===== src/logic/ppe_pkg.sv =====
// Package for the port pins and program entry block.
// Assumes one core clock; all pin levels arrive unsynchronised.
package ppe_pkg;
  // ==========================================================
  // Port widths
  localparam int OD_W    = 5;     // Open-drain / pulled-up port
  localparam int P_W     = 8;     // Byte-wide ports
  localparam int ADDR_W  = 11;    // Assembled memory address
  localparam int HI_W    = 3;     // Bits used from the high address byte
  localparam int CH_W    = 3;     // Converter channel select width
  localparam int AN_N    = 5;     // Number of analog input pins
  // ==========================================================
  // Reset and entry sequence
  localparam int MC_CLKS     = 12;   // Oscillator clocks per machine cycle
  localparam int RST_MC      = 2;    // Machine cycles of high reset
  localparam int RST_CLKS    = RST_MC * MC_CLKS;
  localparam int CODE_W      = 10;   // Serial entry code length
  localparam logic [9:0] ENTRY_CODE_DEF = 10'h2A5; // Arbitrary default
  // ==========================================================
  // Values after reset
  localparam logic [4:0] OD_LATCH_RST = 5'h1F;
  localparam logic [7:0] P_LATCH_RST  = 8'hFF;
  // Programming-state machine
  typedef enum logic [1:0] {PPE_RUN, PPE_SHIFT, PPE_PROG} ppe_state_t;
endpackage


===== src/logic/ppe_top.sv =====
// Pin-level logic of the ports, the reset pin and programming entry.
// Assumes the testbench resolves each pin wire from the enable signals.
`timescale 1ns/10ps
module ppe_top
  import ppe_pkg::*;
#(
  parameter logic [9:0] ENTRY_CODE = ENTRY_CODE_DEF  // Arbitrary value
) (
  // Clock and core reset
  input  wire logic              i_mclk,
  input  wire logic              i_rst_b,
  // Reset pin, active high, also carries the entry code
  input  wire logic              i_rst_pin,
  // Core-side port latches and controls
  input  wire logic [OD_W-1:0]   i_od_latch,
  input  wire logic [P_W-1:0]    i_an_latch,
  input  wire logic [P_W-1:0]    i_ad_latch,
  input  wire logic              i_i2c_en,
  input  wire logic              i_scl_drv,
  input  wire logic              i_sda_drv,
  input  wire logic              i_converter_enable_bit,
  input  wire logic [CH_W-1:0]   i_conv_chan,
  // Memory byte for verify
  input  wire logic [P_W-1:0]    i_mem_rdata,
  // Pin inputs
  input  wire logic [OD_W-1:0]   i_od_pin,
  input  wire logic [P_W-1:0]    i_an_pin,
  input  wire logic [P_W-1:0]    i_ad_pin,
  // Pin outputs and enables (enable low drives)
  output logic      [OD_W-1:0]   o_od_pin,
  output logic      [OD_W-1:0]   o_od_oe_b,
  output logic      [P_W-1:0]    o_an_pin,
  output logic      [P_W-1:0]    o_an_oe_b,
  output logic      [P_W-1:0]    o_ad_pin,
  output logic      [P_W-1:0]    o_ad_oe_b,
  // Core-side reads and status
  output logic      [OD_W-1:0]   o_od_read,
  output logic      [P_W-1:0]    o_an_read,
  output logic      [P_W-1:0]    o_ad_read,
  output logic                   o_core_rst,
  output logic                   o_prog_state,
  output logic                   o_verify_mode,
  output logic      [ADDR_W-1:0] o_prog_addr,
  output logic      [P_W-1:0]    o_prog_wdata
);
  // ==========================================================
  // Input synchronisers
  logic [OD_W-1:0] od_s1, od_s2;   // Open-drain port pins
  logic [P_W-1:0]  an_s1, an_s2;   // Analog port pins
  logic [P_W-1:0]  ad_s1, ad_s2;   // Address port pins
  logic            rp_s1, rp_s2;   // Reset pin

  // Two flops per pin before any logic looks at it
  always_ff @(posedge i_mclk) begin
    od_s1 <= i_od_pin;
    od_s2 <= od_s1;
    an_s1 <= i_an_pin;
    an_s2 <= an_s1;
    ad_s1 <= i_ad_pin;
    ad_s2 <= ad_s1;
    rp_s1 <= i_rst_pin;
    rp_s2 <= rp_s1;
  end

  // ==========================================================
  // Reset pin filter and entry state
  logic [4:0]      rst_cnt;        // Clocks of continuous high reset
  logic            full_rst;       // Reset held long enough
  logic [3:0]      bit_cnt;        // Code bits taken
  logic [9:0]      code_sr;        // Code shift register
  ppe_state_t      state;          // Entry state

  // Count high reset; a short glitch does not reset the device
  always_ff @(posedge i_mclk) begin
    if (!i_rst_b || !rp_s2) begin
      rst_cnt  <= 5'h00;
      full_rst <= 1'b0;
    end else if (rst_cnt < 5'(RST_CLKS - 1)) begin
      rst_cnt <= rst_cnt + 5'h01;
    end else begin
      full_rst <= 1'b1;
    end
  end

  // Entry sequence: after reset release, bits shift in one per clock
  // Limitation: one bit per core clock, the programmer keeps pace
  always_ff @(posedge i_mclk) begin
    if (!i_rst_b || full_rst) begin
      state   <= full_rst ? PPE_SHIFT : PPE_RUN;
      bit_cnt <= 4'h0;
      code_sr <= 10'h000;
    end else begin
      case (state)
        PPE_SHIFT: begin
          code_sr <= {rp_s2, code_sr[9:1]};
          bit_cnt <= bit_cnt + 4'h1;
          if (bit_cnt == 4'(CODE_W - 1)) begin
            state <= ({rp_s2, code_sr[9:1]} == ENTRY_CODE) ? PPE_PROG : PPE_RUN;
          end
        end
        PPE_PROG: state <= PPE_PROG;
        PPE_RUN:  state <= PPE_RUN;
        default:  state <= PPE_RUN;
      endcase
    end
  end

  // ==========================================================
  // Programming datapath
  logic prog;                       // Programming state active
  assign prog = (state == PPE_PROG);

  // Address bytes and write data captured from synchronised pins
  always_ff @(posedge i_mclk) begin
    if (!i_rst_b) begin
      o_prog_addr   <= '0;
      o_prog_wdata  <= 8'h00;
      o_verify_mode <= 1'b0;
    end else if (prog) begin
      o_verify_mode <= od_s2[1];
      if (od_s2[0]) begin
        o_prog_addr[ADDR_W-1:P_W] <= ad_s2[HI_W-1:0];
      end else begin
        o_prog_addr[P_W-1:0] <= ad_s2;
      end
      o_prog_wdata <= an_s2;
    end
  end

  // ==========================================================
  // Pin drivers
  logic [OD_W-1:0] od_low;          // Open-drain port pulled low
  logic [P_W-1:0]  an_mask;         // Analog pins barred from output

  always_comb begin
    od_low = ~i_od_latch;
    if (i_i2c_en) begin
      od_low[0] = ~i_od_latch[0] | ~i_scl_drv;
      od_low[1] = ~i_od_latch[1] | ~i_sda_drv;
    end
    an_mask = '0;
    if (i_converter_enable_bit) begin
      an_mask[AN_N-1:0] = '1;
    end
  end

  // Registered outputs; one drives low, a pulled-up one floats high
  always_ff @(posedge i_mclk) begin
    if (!i_rst_b || full_rst) begin
      o_od_pin  <= '0;
      o_od_oe_b <= '1;
      o_an_pin  <= '0;
      o_an_oe_b <= '1;
      o_ad_pin  <= '0;
      o_ad_oe_b <= '1;
    end else if (prog) begin
      o_od_oe_b <= '1;
      o_ad_oe_b <= '1;
      o_ad_pin  <= '0;
      o_od_pin  <= '0;
      o_an_pin  <= i_mem_rdata;
      o_an_oe_b <= od_s2[1] ? 8'h00 : 8'hFF;
    end else begin
      o_od_pin  <= '0;
      o_od_oe_b <= ~od_low;
      o_an_pin  <= '0;
      o_an_oe_b <= i_an_latch | an_mask;
      o_ad_pin  <= '0;
      o_ad_oe_b <= i_ad_latch;
    end
  end

  // ==========================================================
  // Pin reads and status
  always_ff @(posedge i_mclk) begin
    if (!i_rst_b) begin
      o_od_read    <= '1;
      o_an_read    <= '1;
      o_ad_read    <= '1;
      o_core_rst   <= 1'b1;
      o_prog_state <= 1'b0;
    end else begin
      o_od_read    <= od_s2;
      o_an_read    <= an_s2;
      if (i_converter_enable_bit && (i_conv_chan < 3'(AN_N))) begin
        o_an_read[i_conv_chan] <= 1'b1;
      end
      o_ad_read    <= ad_s2;
      o_core_rst   <= full_rst || (state != PPE_RUN);
      o_prog_state <= prog;
    end
  end

  // ==========================================================
  // Assertions
  a_reset_full: assert property (@(posedge i_mclk) disable iff (!i_rst_b)
    full_rst |=> o_core_rst)
    else $error("core reset not raised by long reset");
  a_od_drive: assert property (@(posedge i_mclk) disable iff (!i_rst_b)
    (!prog && !full_rst && !i_i2c_en) |=> (o_od_oe_b == $past(i_od_latch)))
    else $error("open-drain enable mismatch");
  a_i2c_wand: assert property (@(posedge i_mclk) disable iff (!i_rst_b)
    (!prog && !full_rst && i_i2c_en && !i_scl_drv) |=> !o_od_oe_b[0])
    else $error("scl not pulled low");
  a_an_block: assert property (@(posedge i_mclk) disable iff (!i_rst_b)
    (!prog && i_converter_enable_bit) |=> (o_an_oe_b[4:0] == 5'h1F))
    else $error("analog pin driven with converter on");
  a_chan_one: assert property (@(posedge i_mclk) disable iff (!i_rst_b)
    (i_converter_enable_bit && i_conv_chan == 3'h2) |=> o_an_read[2])
    else $error("selected channel not read as one");
  a_prog_hold: assert property (@(posedge i_mclk) disable iff (!i_rst_b)
    (prog && !full_rst) |=> prog)
    else $error("left programming state without reset");
  a_verify_out: assert property (@(posedge i_mclk) disable iff (!i_rst_b)
    (prog && !full_rst && od_s2[1]) |=> (o_an_oe_b == 8'h00))
    else $error("verify byte not driven");
  a_addr_low: assert property (@(posedge i_mclk) disable iff (!i_rst_b)
    (prog && !od_s2[0]) |=> (o_prog_addr[7:0] == $past(ad_s2)))
    else $error("low address byte not taken");
  c_entry: cover property (@(posedge i_mclk) state == PPE_SHIFT ##10 prog);
  c_verify: cover property (@(posedge i_mclk) prog && o_verify_mode);
  c_i2c: cover property (@(posedge i_mclk) i_i2c_en && !i_sda_drv);
endmodule


===== config.mk =====
export PLATFORM = sky130hd
export DESIGN_NAME = ppe_top
export DESIGN_NICKNAME = d
export VERILOG_FILES = /design/src/logic/ppe_pkg.sv /design/src/logic/ppe_top.sv
export SDC_FILE = /design/constraint.sdc
export NUM_CORES = 1
export LEC_CHECK = 0
export BUFFER_PORTS_ARGS = -buffer_cell sky130_fd_sc_hd__buf_2
export CAP_MARGIN = 20
export CORE_MARGIN = 1.5
export CORE_UTILIZATION = 49
export CTS_CLUSTER_DIAMETER = 100
export CTS_CLUSTER_SIZE = 24
export DETAILED_ROUTE_END_ITERATION = 12
export GPL_ROUTABILITY_DRIVEN = 1
export PLACE_DENSITY = 0.89
export SYNTH_ARGS = -nofsm -noshare
export SYNTH_HDL_FRONTEND = slang
export SYNTH_SLANG_ARGS = --single-unit
export TNS_END_PERCENT = 10

===== constraint.sdc =====
create_clock -name i_mclk -period 1.9 [get_ports i_mclk]
set_clock_uncertainty 0.15 [all_clocks]
set_input_delay 0.095 -clock i_mclk [delete_from_list [all_inputs] [get_ports i_mclk]]
set_output_delay 0.095 -clock i_mclk [all_outputs]
set_load 0.03 [all_outputs]

==> results.md, run 1 <==
- Clock Tree Buf Depth: 2
- Grt ovf: 0
- Final period utilization: 0.8829
- CTS root buf: clkbuf_8
- Syn Std Cell Area: 4126 µm²
- Number of global-route vias before repair: 3302
- Post-detail-place hpwl: ~5600 µm
- Synth cell types: 43
- Post-CTS Resized: 0
- CP max FO: 25
- Area Overhead vs Synth: 46.51%
- Area of the multi-input gates: 1162 µm²
- Drt first pass iters: 4
- MaxCap Viol Count: 0
- DR vias/cell: 4.653
- Antenna viol nets, final: 0
- Final Hold Fails: 0
- Clk slew on worst S/H paths: 0.07 ns
- Layout Utilization: 0.7395
- Die X: 94.77 µm
- Post-Layout Inst Area: 6046 µm²
- Std-Cell Rows: 33
- Reg2Reg Setup Slack: 0.26 ns
- Syn_area_per_cell: 11.34 µm²
- CTS tree: yes
- Core box area: 8175 µm²
- Fin crit period: roughly 1.7 ns
- # DRC: 0
- HP Class: input pin to flop
- Sequential cell area: approximately 2800 µm²
- ANT cells: 0
- Max stage delay on crit path: 0.57 ns
- Top flop regs: o_prog_addr: 11 flops, code_sr: 9 flops
- Layout cells sized above 1: 0.3017
- Initial antenna violation count: 0
- CP Class: input pin to flop
- Max Slew Vio Count: 0
- Placed cell count: roughly 590
- Synth warn: 0
- Total power: 6.488 mW
- Flop and latch count out of synthesis: 137
- Initial core utilization: 0.5047
- Fill count: 550
- Worst Path Buf+Inv: 5
- Post-route non-filler standard cell count: 685
- Post-CTS setup buffers: 0
- First-pass GRT wire length: 14840 µm
- Crit path DAT: about 1.9 ns
- Largest Register: o_prog_addr
- Later-pin clock latency in the skew report: 0.50 ns
- PD cells: 1073 nW/µm²
- Peak Freq: about 0.6 GHz
- Crit path required time: 2.13 ns
- Iteration-0 DRC Markers: 83
- Max VDD drop: just under 1 mV
- Chip Height: 94.77 µm
- Synthesized instance count: 364
- Cell Area, Placed: 4830 µm²
- Largest register FFs: 11
- Setup TNS: 0 ns
- Status: complete, no violations
- Unrepaired setup endpoints after global routing: false
- Gr usage total: 0.2193
- CTS H-tree lvls: 4
- RD Place Congestion: 0.7505
- Die area: 8980 µm²
- I/O pin count: roughly 150
- Vias: 3187
- Clock sinks: 137
- CP Capture Type: flop
- WHS: between 0.07 and 0.08 ns
- Leakage power: approximately 2.7 nW
- CP max-delay cell: dlygate4sd3_1
- Fin nets: about 630
- Sequential share of the synthesized area: 0.6695
- Largest net degree at the start of global routing: 26
- DRT Wirelength: slightly above 9000 µm
- Pre-CTS WS: 0.3007 ns
- Buffers on Ports: 131
- Hold-fix buffers, CTS: 65
- Worst path cell trace: dlygate4sd3_1, buf_2, inv_2, buf_4, a211o_1, dlygate4sd3_1
- Cell family with most CP delay: buffers and inverters
- # setup viols final: 0
- Most common cell on crit path: dlygate4sd3_1
- Wire per inst: 13.66 µm
- CTS Buf Count: 17
- CP startpoint kind: input pin
- Final WS setup: approximately 0.22 ns
area by class of cell:
class | count | area share
clock buffers | 17 | 0.06850
clock inverters | 15 | 0.02504
multi-input cells | 195 | 0.1923
repair buffers | 204 | 0.2281
inverters | 12 | 0.007450
well taps | 105 | 0.02173
flip-flops and latches | 137 | 0.4570
Yosys cell counts, drive strengths merged:
cell type	instances	area (µm²)
a211o	2	17.52
a211oi	1	7.510
a21o	1	7.510
a21oi	16	83.83
a311oi	1	8.760
a31oi	1	6.260
a32o	1	10.01
a32oi	1	8.760
and2	1	6.260
and3	9	56.30
and4b	1	10.01
buf	26	180.2
clkbuf	6	23.77
conb	1	3.750
dfxtp	135	2703
edfxtp	2	60.06
ha	6	75.07
inv	12	45.04
mux2i	17	170.2
nand2	29	116.4
nand2b	13	81.33
nand3	6	30.03
nand3b	1	7.510
nand4	1	6.260
nand4bb	1	11.26
nor2	30	112.6
nor2b	1	6.260
nor3b	1	7.510
nor4	2	12.51
nor4bb	2	20.02
o21ai	13	65.06
or2b	5	37.54
or3	15	93.84
or3b	1	8.760
xnor2	1	8.760
xor2	2	17.52
power by group:
| part | switching, mW | total [mW] | internal [mW] |
|---|---|---|---|
| registers | 0.0365 | 3.01 | 2.98 |
| clock network | 1.35 | 3.03 | 1.68 |
| logic | 0.243 | 0.440 | 0.197 |
cell usage in the layout, fill, tap and decap left out, types with 7 or more instances in the layout:
master and n:
or3_1 15, conb_1 13, dlygate4sd3_1 65, buf_4 7
and3_1 9, mux2i_1 17, a21oi_1 15, nor2_1 30
nand2_1 28, nand2b_1 13, inv_1 11, clkbuf_16 16
dfxtp_1 135, o21ai_0 11, buf_2 131
worst paths after layout:
kind | start | end | cells after the start
setup / recovery | i_rst_b | o_an_read[1] | 6
hold / removal | i_ad_pin[6] | ad_s1[6] | 2
setup reg to reg | state[0] | o_prog_addr[6] | 6
hold reg to reg | rp_s1 | rp_s2 | 0
routing by layer:
metal / share of wire / wire, µm / GRT usage / up-vias
met2: 0.52 / 4894 / 0.4012 / 136
li1: - / - / - / 1583
met3: 0.061 / 572 / 0.06763 / 26
met4: 0.031 / 286 / 0.1194 / 0
met1: 0.38 / 3601 / 0.2192 / 1442
met5: 0 / 0 / 0 / -
kinds of logic (layout without fill, tap and decap cells):
logic type | after synthesis | count (layout) | synth area share
XOR/XNOR | 3 | 3 | 0.006369
buffers and inverters | 44 | 248 | 0.06034
multiplexers | 17 | 17 | 0.04124
other | 1 | 13 | 0.0009088
AO/OA/AOI/OAI | 37 | 37 | 0.05216
adder cells (fa/ha/maj) | 6 | 6 | 0.01819
flip-flops | 137 | 137 | 0.6695
AND/OR/NAND/NOR | 119 | 119 | 0.1513
No activity file was read; power rests on OpenSTA's default activity.
==> run 2: changes to the inputs <==
--- a/config.mk
+++ b/config.mk
@@ -7,6 +7,7 @@
 export LEC_CHECK = 0
 export BUFFER_PORTS_ARGS = -buffer_cell sky130_fd_sc_hd__buf_2
 export CAP_MARGIN = 20
+export CORE_ASPECT_RATIO = 1.4
 export CORE_MARGIN = 1.5
 export CORE_UTILIZATION = 49
 export CTS_CLUSTER_DIAMETER = 100
==> run 2 against run 1 <==
  * Largest power group unchanged
  * Power up 5.9%
  * Critical path type is now flop to flop
  * Critical path depth unchanged
  * Global-route usage up 1.5 points
  * Sequential share of layout area shrank 0.25 points
  * Highest routed layer unchanged
  * Hold slack improved by 0.0097 ns
==> results.md, run 2 (synthesis results as in run 1) <==
- Status: complete, no violations
- Vias: 3228 (+1.3%)
- Sw Share: 0.2188 (-0.03269)
- Layout Utilization: 0.7460 (+0.006530)
- Max Slew Vio Count: 0 (unchanged)
- Most frequent cells in the layout: 135 x dfxtp_1, 131 x buf_2, 62 x dlygate4sd3_1
- Drt first pass iters: 5 (+1)
- Area Overhead vs Synth: 47.33%
- CTS root buf: clkbuf_16
- Comb power frac: 0.064 (-0.004)
- Chip Height: 111.6 µm (+18%)
- Post-CTS setup buffers: 0 (unchanged)
- Clock share of power: 0.497 (+0.029)
- First-pass GRT wire length: 15630 µm (+5.3%)
- Internal: 5.369 mW (+11%)
- Crit path DAT: 1.85 ns (-0.06 ns)
- Leakage power: 2.723 nW (+0.49%)
- Largest Register: o_prog_addr
- Cell Area, Placed: 4831 µm² (about the same)
- CTS tree: yes
- I/O pin count: 145 (unchanged)
- Iteration-0 DRC Markers: 151 (+82%)
- Initial antenna violation count: 0 (unchanged)
- Largest net degree at the start of global routing: 33 (+27%)
- Fin crit period: 1.666 ns (-0.01197 ns)
- Die X: 80.56 µm (-15%)
- CTS Buf Count: 17 (unchanged)
- Number of global-route vias before repair: 3414 (+3.4%)
- # setup viols final: 0 (unchanged)
- DR vias/cell: 4.761 (+2.3%)
- Gr usage total: 0.2343 (+0.01506)
- # DRC: 0 (unchanged)
- Final period utilization: 0.8766 (-0.006301)
- CP startpoint kind: flop
- CTS H-tree lvls: 4 (unchanged)
- Post-Layout Inst Area: 6080 µm² (+0.56%)
- Flop pwr share: 0.439 (-0.026)
- RD Place Congestion: 0.7429 (-1.0%)
- Later-pin clock latency in the skew report: 0.41 ns (-0.09 ns)
- Final Hold Fails: 0 (unchanged)
- Buffers on Ports: 131 (unchanged)
- Post-CTS Resized: 0 (unchanged)
- DRT Wirelength: 9777 µm (+4.5%)
- Fin nets: 629 (-0.63%)
- Wire per inst: 14.42 µm (+5.6%)
- Max VDD drop: 0.8635 mV (-13%)
- Initial core utilization: 0.5064 (+0.001627)
- Grt ovf: 0 (unchanged)
- Top flop regs: o_prog_addr: 11 flops, code_sr: 9 flops
- Most common cell after layout, fill and taps aside: dfxtp_1
- Clock Tree Buf Depth: 2 (unchanged)
- Unrepaired setup endpoints after global routing: false
- CP Class: flop to flop
- Crit path required time: 2.08 ns (-0.05 ns)
- Clock sinks: 137 (unchanged)
- Sw Pwr: 1.504 mW (-7.8%)
- Clk slew on worst S/H paths: 0.06 ns (about the same)
- Std-Cell Rows: 39 (+18%)
- Layout cells sized above 1: 0.3003 (-0.001377)
- Antenna viol nets, final: 0 (unchanged)
- Die area: 8989 µm² (about the same)
- MaxCap Viol Count: 0 (unchanged)
- CP Capture Type: flop
- HP Class: input pin to flop
- Largest register FFs: 11 (unchanged)
- Core box area: 8149 µm² (-0.32%)
- PD cells: 1130 nW/µm² (+5.3%)
- CP max FO: 15 (-40%)
- Post-detail-place hpwl: 5672 µm (+1.3%)
- Setup TNS: 0 ns (unchanged)
- Peak Freq: 0.6004 GHz (+0.72%)
- ANT cells: 0 (unchanged)
-- run 2: final cells by class --
cell class,instances,area [µm²]
Fill cell,500,2069
Clock buffer,20,467.9
Clock inverter,12,160.2
Multi-Input combinational cell,195,1162
Timing Repair Buffer,200,1354
Sequential cell,137,2763
Tap cell,102,127.6
Inverter,12,45.04
-- run 2: power by group through the flow --
| stage | Combinational [mW] | Sequential (mW) | Clock (mW) |
|---|---|---|---|
| after floorplan | 0.127 | 3.17 | 0 |
| after global placement | 0.326 | 3.07 | 0 |
| after detailed placement | 0.332 | 3.08 | 0 |
| after CTS | 0.433 | 3.01 | 3.45 |
| after global routing | 0.470 | 3.02 | 3.57 |
| final | 0.443 | 3.02 | 3.41 |
-- run 2: path summary, 6_finish.rpt --
path | endpoint | start | cells past startpoint | slack (ns)
worst max-delay path | o_prog_addr[5] | state[0] | 6 | 0.23
worst min-delay path | o_an_read[3] | i_converter_enable_bit | 3 | 0.08
worst max register to register | o_prog_addr[5] | state[0] | 6 | 0.23
worst min register to register | ad_s2[6] | ad_s1[6] | 0 | 0.17
-- run 2: routing by layer --
layer	up-vias	wire length, µm	track usage
met3	32	500	0.07541
met2	135	5368	0.4314
li1	1571	-	-
met5	-	0	0
met1	1490	3572	0.2185
met4	0	335	0.1333
-- run 2: critical path, stage by stage (launching register included) --
cell and delay [ns]:
edfxtp_1 0.39, inv_1 0.11, ha_2 0.34, nor2b_1 0.17, buf_4 0.17, nand2_1 0.09
a21oi_1 0.16
-- run 2: timing repair --
| action | 4_1_cts | 5_1_grt |
|---|---|---|
| endpoints found under the hold margin | 66 | 0 |
| setup endpoints to repair | 0 | 0 |
| hold buffers | 62 | 0 |
-- run 2: metrics by stage --
| step | setup slack (ns) | hold slack (ns) | power [mW] | std cells |
|---|---|---|---|---|
| 3_5_place_dp | 0.2851 | 0.04934 | 3.409 | 584 |
| 5_1_grt | 0.1062 | 0.08249 | 7.070 | 678 |
| 6_report | 0.2344 | 0.08102 | 6.872 | 678 |
| 3_3_place_gp | 0.3657 | 0.04726 | 3.396 | 584 |
| 2_1_floorplan | 0.3969 | -0.02728 | 3.295 | 376 |
| 4_1_cts | 0.2360 | 0.05533 | 6.899 | 678 |
